$ cat config.mk
export PLATFORM = sky130hd
export DESIGN_NAME = cocu_top
export DESIGN_NICKNAME = d
export VERILOG_FILES = /design/src/logic/cocu_bsum.v /design/src/logic/cocu_top.v /design/src/logic/cocu_word.v
export VERILOG_INCLUDE_DIRS = /design/src /design/src/shared
export SDC_FILE = /design/constraint.sdc
export NUM_CORES = 1
export LEC_CHECK = 0
export BUFFER_PORTS_ARGS = -buffer_cell sky130_fd_sc_hd__buf_2
export CORE_MARGIN = 8
export CORE_UTILIZATION = 35
export DETAILED_ROUTE_END_ITERATION = 16
export PLACE_DENSITY = 0.66
export SLEW_MARGIN = 20
export SYNTH_ARGS = -nofsm -noshare
export SYNTH_HDL_FRONTEND = slang
export SYNTH_HIERARCHICAL = 1
export SYNTH_SLANG_ARGS = --single-unit
$ cat constraint.sdc
create_clock -name clock -period 10.5 [get_ports clock]
set_input_delay 1.05 -clock clock [delete_from_list [all_inputs] [get_ports clock]]
set_output_delay 1.05 -clock clock [all_outputs]
set_load 0.01 [all_outputs]
$ cat src/shared/cocu_defines.vh
// constants of the configuration-overlay command unit
// What this block does
// - opcode b1h written to the command port starts this command family.
// - feature c0h restore, c1h freeze lock, c2h identify, c3h set; others rejected.
// - restore undoes every earlier reduction and brings back the full capabilities; with a protected area and a reduced max lba it is aborted instead.
// - after a freeze lock every later subcommand of the family is aborted.
// - the freeze lock survives hardware and software reset; only power-down clears it.
// - identify returns one 512-byte structure as a pio data-in transfer.
// - identify always shows the full set while the reported words show the reduced set.
// - set changes only the capability bits behind reported words 63, 82, 83, 84 and 88, and the max lba.
// - a capability bit cleared by set withdraws that capability.
// - a received bit that is one where the full set holds zero changes nothing.
// - a violated restriction aborts with reason and word in the result registers; the bit register stays 00h.
// - only the abort flag at bit 2 of the error register may ever be set.
// - with a protected area, a max lba change is aborted with word 03h, reason 06h.
// - the low byte of the last structure word is the signature a5h.
// - the high byte of the last word makes all structure bytes sum to zero.
`ifndef COCU_DEFINES_VH
`define COCU_DEFINES_VH

// ****************************************
// command codes
// ****************************************
`define COCU_OPCODE        8'hb1
`define COCU_FEAT_RESTORE  8'hc0
`define COCU_FEAT_FREEZE   8'hc1
`define COCU_FEAT_IDENTIFY 8'hc2
`define COCU_FEAT_SET      8'hc3

// ****************************************
// status and error bit positions
// ****************************************
`define COCU_STAT_BSY      7
`define COCU_STAT_RDY      6
`define COCU_STAT_DRQ      3
`define COCU_STAT_ERR      0
`define COCU_ERR_ABT       2

// ****************************************
// structure layout
// ****************************************
`define COCU_LAST_WORD     8'hff
`define COCU_SIGNATURE     8'ha5
`define COCU_DS_REVISION   16'h0002
`define COCU_W_MWDMA       8'h01
`define COCU_W_UDMA        8'h02
`define COCU_W_LBA0        8'h03
`define COCU_W_LBA1        8'h04
`define COCU_W_LBA2        8'h05
`define COCU_W_SETS        8'h07
`define COCU_W_SETS2       8'h08
`define COCU_W_SETS3       8'h15

// ****************************************
// reason and word codes of an abort
// ****************************************
`define COCU_RSN_NONE      8'h00
`define COCU_RSN_CHECKSUM  8'h01
`define COCU_RSN_LBA_RANGE 8'h02
`define COCU_RSN_PROTECTED 8'h06
`define COCU_WORD_NONE     8'h00
`define COCU_WORD_LBA      8'h03
`define COCU_WORD_INTEG    8'hff

// ****************************************
// full capability set (power-up values)
// ****************************************
`define COCU_FULL_MWDMA    16'h0007
`define COCU_FULL_UDMA     16'h007f
`define COCU_FULL_SETS     16'h03bf
`define COCU_FULL_SETS2    16'h0017
`define COCU_FULL_SETS3    16'h2200
`define COCU_FULL_LBA      48'h0000_0100_0000

`endif
$ cat src/logic/cocu_bsum.v
// unsigned byte-sum accumulator step, overflow dropped
`timescale 1ns/10ps
module cocu_bsum (
    input  wire [7:0]  acc,
    input  wire [15:0] word,
    output wire [7:0]  sum
);
    wire [9:0] wide;

    // ****************************************
    // add both bytes of the word
    // ****************************************
    // modulo-256 byte sum
    assign wide = {2'b00, acc} + {2'b00, word[7:0]} + {2'b00, word[15:8]};
    assign sum  = wide[7:0];
endmodule

$ cat src/logic/cocu_top.v
// configuration-overlay command handler behind the command-block registers
`timescale 1ns/10ps
`include "cocu_defines.vh"
module cocu_top (
    input  wire        clock,
    input  wire        rst,
    input  wire        pwr_rst,
    input  wire        clk_en,
    input  wire        cmd_we,
    input  wire [7:0]  cmd_code,
    input  wire [7:0]  cmd_feature,
    input  wire        data_rd,
    input  wire        data_wr,
    input  wire [15:0] data_in,
    input  wire        hpa_established,
    output wire [15:0] data_out,
    output reg  [7:0]  command_status_flags,
    output wire [7:0]  command_error_flags,
    output wire [7:0]  sector_count_out,
    output wire [7:0]  cylinder_low_out,
    output wire [7:0]  cylinder_high_out,
    output wire        cmd_done,
    output wire [15:0] cap_word63,
    output wire [15:0] cap_word82,
    output wire [15:0] cap_word83,
    output wire [15:0] cap_word84,
    output wire [15:0] cap_word88,
    output wire [47:0] max_lba_out
);
    localparam [2:0] ST_IDLE  = 3'd0;
    localparam [2:0] ST_EXEC  = 3'd1;
    localparam [2:0] ST_DIN   = 3'd2;
    localparam [2:0] ST_DOUT  = 3'd3;
    localparam [2:0] ST_CHECK = 3'd4;

    reg  [2:0]  state;
    reg  [7:0]  feat;
    reg  [7:0]  idx;
    reg  [7:0]  acc;
    reg  [15:0] tx_word;
    reg  [7:0]  err_reg;
    reg  [7:0]  sc_reg;
    reg  [7:0]  cl_reg;
    reg  [7:0]  ch_reg;
    reg         done_reg;
    reg  [15:0] rx_mwdma;
    reg  [15:0] rx_udma;
    reg  [15:0] rx_sets;
    reg  [15:0] rx_sets2;
    reg  [15:0] rx_sets3;
    reg  [47:0] rx_lba;
    reg  [7:0]  rx_sig;
    reg         frozen;
    reg  [15:0] cur_mwdma;
    reg  [15:0] cur_udma;
    reg  [15:0] cur_sets;
    reg  [15:0] cur_sets2;
    reg  [15:0] cur_sets3;
    reg  [47:0] cur_lba;
    reg         fin;
    reg         fail;
    reg  [7:0]  f_rsn;
    reg  [7:0]  f_word;
    wire        cmd_ours;
    wire        in_din;
    wire [7:0]  tx_idx;
    wire [15:0] sum_word;
    wire [7:0]  nsum;
    wire [15:0] lut_word;
    wire        lba_lock;
    wire        sum_ok;
    wire        lba_over;
    wire        lba_chg;
    wire        in_exec;
    wire        do_restore;
    wire        do_freeze;
    wire        do_set;
    wire        command_aborted_flag;
    wire        transfer_request_flag;

    // ****************************************
    // command decode
    // ****************************************
    // only the family opcode, only when idle
    assign cmd_ours = cmd_we && (cmd_code == `COCU_OPCODE) && (state == ST_IDLE);
    assign in_din   = (state == ST_DIN);
    assign tx_idx   = in_din ? (idx + 8'h01) : 8'h00;
    assign sum_word = in_din ? tx_word : data_in;

    cocu_bsum u_bsum (
        .acc  (acc),
        .word (sum_word),
        .sum  (nsum)
    );

    cocu_word u_word (
        .idx    (tx_idx),
        .sum_in (nsum),
        .word   (lut_word)
    );

    // ****************************************
    // checks on a received overlay
    // ****************************************
    // protected area pins the max lba
    assign lba_lock = hpa_established && (cur_lba != `COCU_FULL_LBA);
    // received bytes must sum to zero
    assign sum_ok   = (acc == 8'h00) && (rx_sig == `COCU_SIGNATURE);
    assign lba_over = (rx_lba > `COCU_FULL_LBA);
    // with a protected area, set may not move the max lba
    assign lba_chg  = hpa_established && (rx_lba != cur_lba);

    // ****************************************
    // completion decision
    // ****************************************
    always @* begin
        fin    = 1'b0;
        fail   = 1'b0;
        f_rsn  = `COCU_RSN_NONE;
        f_word = `COCU_WORD_NONE;
        case (state)
            ST_EXEC: begin
                if (frozen) begin
                    fin  = 1'b1;
                    fail = 1'b1;
                end else begin
                    case (feat)
                        `COCU_FEAT_RESTORE: begin
                            fin = 1'b1;
                            // restore may not move it either
                            if (lba_lock) begin
                                fail   = 1'b1;
                                f_rsn  = `COCU_RSN_PROTECTED;
                                f_word = `COCU_WORD_LBA;
                            end
                        end
                        `COCU_FEAT_FREEZE: fin = 1'b1;
                        `COCU_FEAT_IDENTIFY: fin = 1'b0;
                        `COCU_FEAT_SET: fin = 1'b0;
                        default: begin
                            fin  = 1'b1;
                            fail = 1'b1;
                        end
                    endcase
                end
            end
            ST_DIN: begin
                fin = data_rd && (idx == `COCU_LAST_WORD);
            end
            ST_CHECK: begin
                fin = 1'b1;
                if (!sum_ok) begin
                    fail   = 1'b1;
                    f_rsn  = `COCU_RSN_CHECKSUM;
                    f_word = `COCU_WORD_INTEG;
                end else if (lba_over) begin
                    fail   = 1'b1;
                    f_rsn  = `COCU_RSN_LBA_RANGE;
                    f_word = `COCU_WORD_LBA;
                end else if (lba_chg) begin
                    fail   = 1'b1;
                    f_rsn  = `COCU_RSN_PROTECTED;
                    f_word = `COCU_WORD_LBA;
                end
            end
            default: fin = 1'b0;
        endcase
    end

    assign in_exec    = (state == ST_EXEC) && !frozen;
    // aborted requests leave the overlay alone
    assign do_restore = in_exec && (feat == `COCU_FEAT_RESTORE) && !lba_lock;
    assign do_freeze  = in_exec && (feat == `COCU_FEAT_FREEZE);
    assign do_set     = (state == ST_CHECK) && !fail;

    // ****************************************
    // command sequencer
    // ****************************************
    always @(posedge clock or posedge rst) begin
        if (rst) begin
            state    <= ST_IDLE;
            feat     <= 8'h00;
            idx      <= 8'h00;
            acc      <= 8'h00;
            tx_word  <= 16'h0000;
            err_reg  <= 8'h00;
            sc_reg   <= 8'h00;
            cl_reg   <= 8'h00;
            ch_reg   <= 8'h00;
            done_reg <= 1'b0;
            rx_mwdma <= 16'h0000;
            rx_udma  <= 16'h0000;
            rx_sets  <= 16'h0000;
            rx_sets2 <= 16'h0000;
            rx_sets3 <= 16'h0000;
            rx_lba   <= 48'h0000_0000_0000;
            rx_sig   <= 8'h00;
        end else if (clk_en) begin
            done_reg <= 1'b0;
            if (cmd_ours) begin
                state   <= ST_EXEC;
                feat    <= cmd_feature;
                err_reg <= 8'h00;
                sc_reg  <= 8'h00;
                cl_reg  <= 8'h00;
                ch_reg  <= 8'h00;
            end else if (fin) begin
                // abort ends busy with the error flag
                state    <= ST_IDLE;
                done_reg <= 1'b1;
                // abort flag is the only error bit
                err_reg  <= fail ? (8'h01 << `COCU_ERR_ABT) : 8'h00;
                sc_reg   <= f_rsn;
                ch_reg   <= f_word;
                cl_reg   <= 8'h00;
            end else begin
                case (state)
                    ST_EXEC: begin
                        idx <= 8'h00;
                        acc <= 8'h00;
                        if (feat == `COCU_FEAT_IDENTIFY) begin
                            state   <= ST_DIN;
                            tx_word <= lut_word;
                        end else begin
                            state <= ST_DOUT;
                        end
                    end
                    ST_DIN: begin
                        // running sum feeds the last word
                        if (data_rd) begin
                            acc     <= nsum;
                            idx     <= tx_idx;
                            tx_word <= lut_word;
                        end
                    end
                    ST_DOUT: begin
                        if (data_wr) begin
                            acc <= nsum;
                            idx <= idx + 8'h01;
                            case (idx)
                                `COCU_W_MWDMA:   rx_mwdma <= data_in;
                                `COCU_W_UDMA:    rx_udma <= data_in;
                                `COCU_W_LBA0:    rx_lba[15:0] <= data_in;
                                `COCU_W_LBA1:    rx_lba[31:16] <= data_in;
                                `COCU_W_LBA2:    rx_lba[47:32] <= data_in;
                                `COCU_W_SETS:    rx_sets <= data_in;
                                `COCU_W_SETS2:   rx_sets2 <= data_in;
                                `COCU_W_SETS3:   rx_sets3 <= data_in;
                                `COCU_LAST_WORD: rx_sig <= data_in[7:0];
                                default:         rx_sig <= rx_sig;
                            endcase
                            if (idx == `COCU_LAST_WORD) begin
                                state <= ST_CHECK;
                            end
                        end
                    end
                    default: state <= state;
                endcase
            end
        end
    end

    // ****************************************
    // overlay state, power-down only
    // ****************************************
    // bus resets cannot unfreeze
    always @(posedge clock or posedge pwr_rst) begin
        if (pwr_rst) begin
            frozen    <= 1'b0;
            cur_mwdma <= `COCU_FULL_MWDMA;
            cur_udma  <= `COCU_FULL_UDMA;
            cur_sets  <= `COCU_FULL_SETS;
            cur_sets2 <= `COCU_FULL_SETS2;
            cur_sets3 <= `COCU_FULL_SETS3;
            cur_lba   <= `COCU_FULL_LBA;
        end else if (clk_en) begin
            if (do_freeze) begin
                frozen <= 1'b1;
            end
            if (do_restore) begin
                cur_mwdma <= `COCU_FULL_MWDMA;
                cur_udma  <= `COCU_FULL_UDMA;
                cur_sets  <= `COCU_FULL_SETS;
                cur_sets2 <= `COCU_FULL_SETS2;
                cur_sets3 <= `COCU_FULL_SETS3;
                cur_lba   <= `COCU_FULL_LBA;
            end
            // masking by the full set ignores extra ones
            if (do_set) begin
                cur_mwdma <= rx_mwdma & `COCU_FULL_MWDMA;
                cur_udma  <= rx_udma & `COCU_FULL_UDMA;
                cur_sets  <= rx_sets & `COCU_FULL_SETS;
                cur_sets2 <= rx_sets2 & `COCU_FULL_SETS2;
                cur_sets3 <= rx_sets3 & `COCU_FULL_SETS3;
                cur_lba   <= rx_lba;
            end
        end
    end

    // ****************************************
    // status and result registers
    // ****************************************
    assign command_aborted_flag  = err_reg[`COCU_ERR_ABT];
    assign transfer_request_flag = in_din || (state == ST_DOUT);

    always @* begin
        command_status_flags = 8'h00;
        command_status_flags[`COCU_STAT_BSY] = (state == ST_EXEC) || (state == ST_CHECK);
        command_status_flags[`COCU_STAT_RDY] = 1'b1;
        command_status_flags[`COCU_STAT_DRQ] = transfer_request_flag;
        command_status_flags[`COCU_STAT_ERR] = command_aborted_flag;
    end

    assign command_error_flags = err_reg;
    assign sector_count_out    = sc_reg;
    assign cylinder_low_out    = cl_reg;
    assign cylinder_high_out   = ch_reg;
    assign cmd_done            = done_reg;
    assign data_out            = tx_word;

    // ****************************************
    // reduced words seen by identify device
    // ****************************************
    // only these five words and the max lba can shrink
    assign cap_word63  = cur_mwdma;
    assign cap_word88  = cur_udma;
    assign cap_word82  = cur_sets;
    assign cap_word83  = cur_sets2;
    assign cap_word84  = cur_sets3;
    assign max_lba_out = cur_lba;
endmodule

$ cat src/logic/cocu_word.v
// word lookup of the identify overlay structure
`timescale 1ns/10ps
`include "cocu_defines.vh"
module cocu_word (
    input  wire [7:0]  idx,
    input  wire [7:0]  sum_in,
    output reg  [15:0] word
);
    wire [7:0]  sig_sum;
    wire [7:0]  chk;
    wire [47:0] full_lba;

    // lba split into its three words on purpose
    assign full_lba = `COCU_FULL_LBA;

    // ****************************************
    // integrity byte
    // ****************************************
    // two's complement of the sum
    assign sig_sum = sum_in + `COCU_SIGNATURE;
    assign chk     = ~sig_sum + 8'h01;

    // ****************************************
    // structure content
    // ****************************************
    // always the full selectable set
    always @* begin
        case (idx)
            8'h00:           word = `COCU_DS_REVISION;
            `COCU_W_MWDMA:   word = `COCU_FULL_MWDMA;
            `COCU_W_UDMA:    word = `COCU_FULL_UDMA;
            `COCU_W_LBA0:    word = full_lba[15:0];
            `COCU_W_LBA1:    word = full_lba[31:16];
            `COCU_W_LBA2:    word = full_lba[47:32];
            `COCU_W_SETS:    word = `COCU_FULL_SETS;
            `COCU_W_SETS2:   word = `COCU_FULL_SETS2;
            `COCU_W_SETS3:   word = `COCU_FULL_SETS3;
            `COCU_LAST_WORD: word = {chk, `COCU_SIGNATURE};
            default:         word = 16'h0000;
        endcase
    end
endmodule

# Word-level counts from Yosys, hierarchy flattened
# Cells that the tools add are included.
# totals
reg_bits	300
latchBits	0
mem_bits_rw	0
mem_bits_ro	0
in_bits	40
output_inout_bits	185
word_cells	175
mem_count	0
# classes
addsub	5
multipliers	0
n_div	0
magnitude_cmp	1
eq_ne	33
shifts	0
n_mux	65
bitwise_logic	3
reduce_logical	42
# op_table
op	count
$mux W16	13
$pmux W16 S8	1
$mux W8	14
$mux W48	2
$reduce_and A6 Y1	11
$eq A8 B8 Y1 const B	8
$gt A48 B25 Y1 const B	1
$ne A48 B25 Y1 const B	1
$ne A48 B48 Y1	1
$pmux W8 S3	2
$eq A8 B3 Y1 const B	5
$mux W3	11
$pmux W16 S2	1
$pmux W8 S2	2
$eq A8 B2 Y1 const B	3
$add A8 B1 Y8 const B	2
$add A8 B8 Y8	2
$eq A8 B1 Y1 const B	2
$eq A8 B4 Y1 const B	2
$eq A8 B5 Y1 const B	2
$logic_not A8 Y1	2
$logic_and A1 B1 Y1	11
$mux W1	10
$mux W2	5
21 further kinds	35

# Logic depth before layout (Yosys ltp)
# logic_depth
depth_word	10
ltp_mapped	23
depth_no_buf	20

# Hierarchy
# The synthesis kept the hierarchy.
# by_module_without_submodules
mod	instances	cells_each	area_per_inst_um2	seq_area_each_um2
cocu_top	1	916	10234.8	5137.4
cocu_word	1	93	678.2	0.0
cocu_bsum	1	46	431.7	0.0

# Worst setup path after synthesis
# Ideal clock, no wire load.
# synth_timing
path_kind	register to register
start	reg state[2]
end	reg tx_word[15] (netlist: data_out[15])
setup_time_ns	0.128
arrival_ns	4.144
required_time_ns	10.372
slack_ns	6.229
stages_incl_launch_ff	24
n_path_buf	3
period_less_slack_ns	4.271
cell_sequence	dfrtp_1 > buf_2 > nand2b_1 > clkbuf_1 > nor2_1 > clkbuf_1 > nand2_1 > nand2_1 > inv_1 > fa_1 > inv_1 > ha_1 > inv_1 > fa_1 > nor2b_4 > o31a_1 > o22ai_2 > xnor2_1 > nand4_1 > o221a_2 > o31ai_2 > a41o_1 > a21oi_2 > mux2_1
# synth_between
word_cells_on_any_way	31
classes_between	add/sub: 4; eq/ne: 12; mux: 7; bitwise: 3; reduce/logical: 5
# synth_lines
element	line_no	text
start: declaration	cocu_top.v:36	reg [2:0] state;
start signal: assignment	cocu_top.v:257	default: state <= state;
$eq A3 B2 Y1 (*)	cocu_top.v:86	assign in_din = (state == ST_DIN);
$mux W16 (*)	cocu_top.v:88	assign sum_word = in_din ? tx_word : data_in;
net sum_word[8]	cocu_top.v:67	wire [15:0] sum_word;
$add A8 B8 Y8 (*)	cocu_bsum.v:14	assign wide = {2'b00, acc} + {2'b00, word[7:0]} + {2'b00, word[15:8]};
net nsum[7]	cocu_top.v:68	wire [7:0] nsum;
$add A8 B8 Y8 (no source line) (*)	-	
$not A8 Y8 (*)	cocu_word.v:21	assign chk = ~sig_sum + 8'h01;
$add A8 B1 Y8 (*)	cocu_word.v:21	
$pmux W16 S8 (*)	cocu_word.v:28	case (idx)
net lut_word[15]	cocu_top.v:69	wire [15:0] lut_word;
$mux W16 (on tied branches)	cocu_top.v:230, cocu_top.v:221	
$pmux W16 S2 (*)	cocu_top.v:217	case (state)
end signal: assignment	cocu_top.v:223	tx_word <= lut_word;
end signal: assignment	cocu_top.v:233	tx_word <= lut_word;
end: declaration	cocu_top.v:40	reg [15:0] tx_word;
# The timed path passes the listed nets; every way through them passes the cells marked *. The select of a mux whose other input is x is not followed.
# A chain may end at the register's enable or synchronous reset.

# Worst setup path in the final report
# layout_timing
start	reg state[1]
end	reg tx_word[15] (netlist: data_out[15])
# layout_between
elab_chain_len	10
word_cells_on_any_way	31
classes_between	add/sub: 4; eq/ne: 12; mux: 7; bitwise: 3; reduce/logical: 5
# layout_rtl
element	line_no
$eq A3 B2 Y1 (*)	cocu_top.v:86
$mux W16 (*)	cocu_top.v:88
net sum_word[1]	cocu_top.v:67
$add A8 B8 Y8 (*) (2 in a row)	cocu_bsum.v:14
net nsum[3]	cocu_top.v:68
$add A8 B8 Y8 (no source line) (*)	-
$not A8 Y8 (*)	cocu_word.v:21
$add A8 B1 Y8 (*)	cocu_word.v:21
$pmux W16 S8 (*)	cocu_word.v:28
net lut_word[15]	cocu_top.v:69
$mux W16 (on tied branches)	cocu_top.v:230, cocu_top.v:221
$pmux W16 S2 (*)	cocu_top.v:217
# Marked as above.

==> run_results.csv <==
group,metric,value,unit
routing,wirelength,31000,microns
clock_network,cts.sinks,204,
placement,dp_hpwl,22900,microns
placement,place_ws,5.88,ns
routing,drt-pass1-iter-count,5,
clock_network,cts-resized-gates,0,
placement,finalWeightedCongestion,0.891,
power,peakVddDrop,292,uV
grt,grt_pass1_wl,48300,microns
power,seqPwrFrac,29.0,%
synthesis,synthArstFlopShare,100,%
power,netSwitchingFraction,40.2,%
power,p_clk_share,25.4,%
clock_network,root_buffer,"clkbuf_16",
timing,slew-limit-headroom,35.9,%
timing,worst_clock_skew,0.0277,ns
finish,drive_gt1_share,30.5,%
clock_network,cts_setup_buffers,0,
floorplan,coreArea,0.0322,sq mm
synthesis,synth_top_flop_cell,"dfrtp_1",
worst_setup_path,worstSetupEndpoint,"data_out[15]",
synthesis,ys_types,82,
finish,fin_cells,1599,
worst_setup_path,worstPathMaxFanout,24,
clock_network,clk_latency,0.54,ns
timing,tightest_slew,0.961,ns
routing,wire_per_inst,19.4,microns
worst_hold_path,min-delay-start,"rx_sets[0]",
worst_setup_path,setup.worst_path.end_class,"flip-flop",
worst_setup_path,slowest_stage,"or3b_2",
worst_hold_path,whs_path_depth,1,
synthesis,ys_ff_latch,204,
worst_setup_path,startpoint,"state[1]",
floorplan,io_pins,225,
synthesis,yosysWarnings,6,
grt,grt_pass1_vias,8155,
placement,io_buffers,144,
worst_setup_path,r2r_start,"state[1]",
grt,gr-total-overflow,0,
routing,drcViolationCount,0,
finish,multi_input_area,0.00538,sq mm
grt,grt_max_degree,75,
worst_hold_path,min_path_type,"flip-flop to flip-flop",
clock_network,htree_num_levels,1,
run_status,status,"finished clean",
timing,rsz0062_at_grt,"false",
finish,n_fill_cell,3109,
timing,worst_slack,5.84,ns
power,combPwrFrac,45.6,%
routing,vias_per_cell,5.02,
routing,drtIter0Drc,659,
timing,final_hold_viol_count,0,
worst_setup_path,worst_ep_required_time,10.90,ns
timing,slew_viol_final,0,
finish,syn_to_final_growth,13.0,%
timing,setup_tns,0,ns
clock_network,cts_tree,"done",
clock_network,cts.reportedPaths.clkPinSlew,0.06,ns
power,power.leakage,0.00658,uW
power,p_total,3430,uW
power,powerDensity,268,mW/mm^2
floorplan,dieWidth,196,microns
clock_network,cts_hold_buf,0,
worst_setup_path,crit_family,"adder cells",
synthesis,netlist_area,0.0113,sq mm
floorplan,rows,66,
worst_setup_path,path_class,"flip-flop to flip-flop",
finish,regArea,0.00514,sq mm
synthesis,synth_cells,1055,
clock_network,clockBufferDepth,3,
timing,setup_viol,0,
finish,diodes,0,
worst_setup_path,r2r_cells,14,
worst_setup_path,arrival,5.07,ns
grt,grtUsageTotal,15.8,%
synthesis,synth.avg_cell_area,10.8,sq um
placement,dp.cells,1554,
clock_network,cts_buffers,25,
routing,antenna_left,0,
worst_setup_path,cp-start-kind,"flip-flop",
run,maxCapViolations,0,
synthesis,synth_edf_count,0,
floorplan,die-height,196,microns
timing,fin_crit_sh,44.4,%
power,p_int,2050,uW
finish,fin_nets,1233,
floorplan,start_util,35.2,%
power,power.switching,1380,uW
routing,vias,8025,
worst_setup_path,critPathMaxStageDelay,0.74,ns
grt,antenna_found_initial,1,
synthesis,seq_area_frac_synth,45.3,%
worst_setup_path,r2r_end,"data_out[15]",
floorplan,die_area,0.0384,sq mm
timing,fmax,214,MHz
worst_setup_path,crit_chain,"or3b_2 > nand2_1 > nand2_1 > fa_1 > ha_1 > inv_1 > fa_1 > xnor2_1 > nand2_2 > o21bai_2 > xnor2_1 > a41o_1 > a21oi_2 > mux2_1",
worst_setup_path,r2r_slack,5.84,ns
worst_setup_path,crit_buf_inv,1,
timing,period_needed,4.66,ns
worst_setup_path,cp.depth,14,
[worst register-to-register path, delay by kind of cell, from the launching register on]
family | cells | cell delay, ns
xor+xnor | 2 | 0.92
simple gates | 4 | 1.14
flops | 1 | 0.55
mux | 1 | 0.28
fa+ha+maj | 3 | 1.15
compound gates | 3 | 0.45
buf+inv | 1 | 0.07
[Yosys cell counts (8+ instances only)]
cell      count  area, sq um
dfrtp_1     178         4450
mux2_2      120         1350
nand2_1     116          435
buf_4        96          721
xnor2_1      67          587
inv_1        50          188
nand2b_1     32          200
nor2_1       31          116
and3_1       29          181
o21ai_0      28          140
nand4_1      27          169
nor4_1       27          169
dfstp_2      26          683
mux2i_1      24          240
clkbuf_1     22         82.6
a21oi_1      15         75.1
ha_1         12          150
nand3_1      12         60.1
buf_2        11         55.1
mux2_1       11          124
fa_1          8          160
[worst min path at each step]
| stage | endpoint | slack (ns) |
|---|---|---|
| after detailed placement | rx_sig[0] | 0.49 |
| after floorplan | cap_word88[4] | 0.45 |
| final | cap_word82[0] | 0.49 |
| after global placement | cap_word88[4] | 0.48 |
| after CTS | cap_word82[3] | 0.50 |
| after global routing | cap_word82[3] | 0.51 |
[sequential cells by signal, indices dropped and copies added (netlist names), 2 cells and up]
signal,flops
rx_sets2,4
cylinder_high_out,2
rx_mwdma,3
rx_sets3,2
cap_word63,3
rx_sig,8
data_out,16
state,3
idx,8
feat,8
max_lba_out,48
sector_count_out,2
acc,8
cap_word88,7
rx_udma,7
cap_word82,9
rx_sets,9
rx_lba,48
cap_word83,4
cap_word84,2
[cells in the final DEF, fill, tap and decap left out, types with 29 or more instances in the layout]
| cell | synthesis | layout |
|---|---|---|
| dfrtp_1 | 178 | 178 |
| xnor2_1 | 67 | 67 |
| mux2_2 | 120 | 120 |
| conb_1 | 2 | 80 |
| nand2_1 | 116 | 116 |
| nand2b_1 | 32 | 32 |
| inv_1 | 50 | 48 |
| buf_2 | 11 | 144 |
| and3_1 | 29 | 29 |
| nor2_1 | 31 | 31 |
[final cells by class]
cell class	count	area share, %
Multi-Input combinational cell	743	42.0
Sequential cell	204	40.1
Timing Repair Buffer	149	5.94
Clock buffer	38	5.73
Tap cell	408	3.98
Inverter	50	1.48
Clock inverter	7	0.830
[kinds of logic after synthesis]
kind of cell             share of synthesized area, %
AND/OR/NAND/NOR                                  16.2
flip-flops                                       45.3
buffers and inverters                            9.92
multiplexers                                     15.1
AO/OA/AOI/OAI                                    5.07
XOR/XNOR                                         5.55
adder cells (fa/ha/maj)                          2.83
other                                          0.0662
[per-stage QoR]
step | area [sq um] | hold WS (ns) | util, %
global placement | 12000 | 0.477 | 37.2
floorplan | 11600 | 0.454 | -
finish | 12800 | 0.492 | 39.8
detailed placement | 12000 | 0.487 | 37.2
CTS | 12800 | 0.502 | 39.8
global route | 12800 | 0.509 | 39.8
[power groups by stage]
stage	registers (uW)	clock network (uW)	logic, uW
global placement	1000	0	1520
finish	995	872	1560
floorplan	958	0	1330
detailed placement	1010	0	1540
global route	1010	926	1740
CTS	992	893	1550
[routing by layer]
layer | global-route usage, % | wire (microns) | part of all wire, %
met2 | 26.1 | 14700 | 47
met4 | 2.53 | 366 | 1.2
met3 | 3.44 | 2240 | 7.2
met1 | 21.3 | 13700 | 44
met5 | 0 | 12 | 0.039
(Power assumes the default switching activity.)
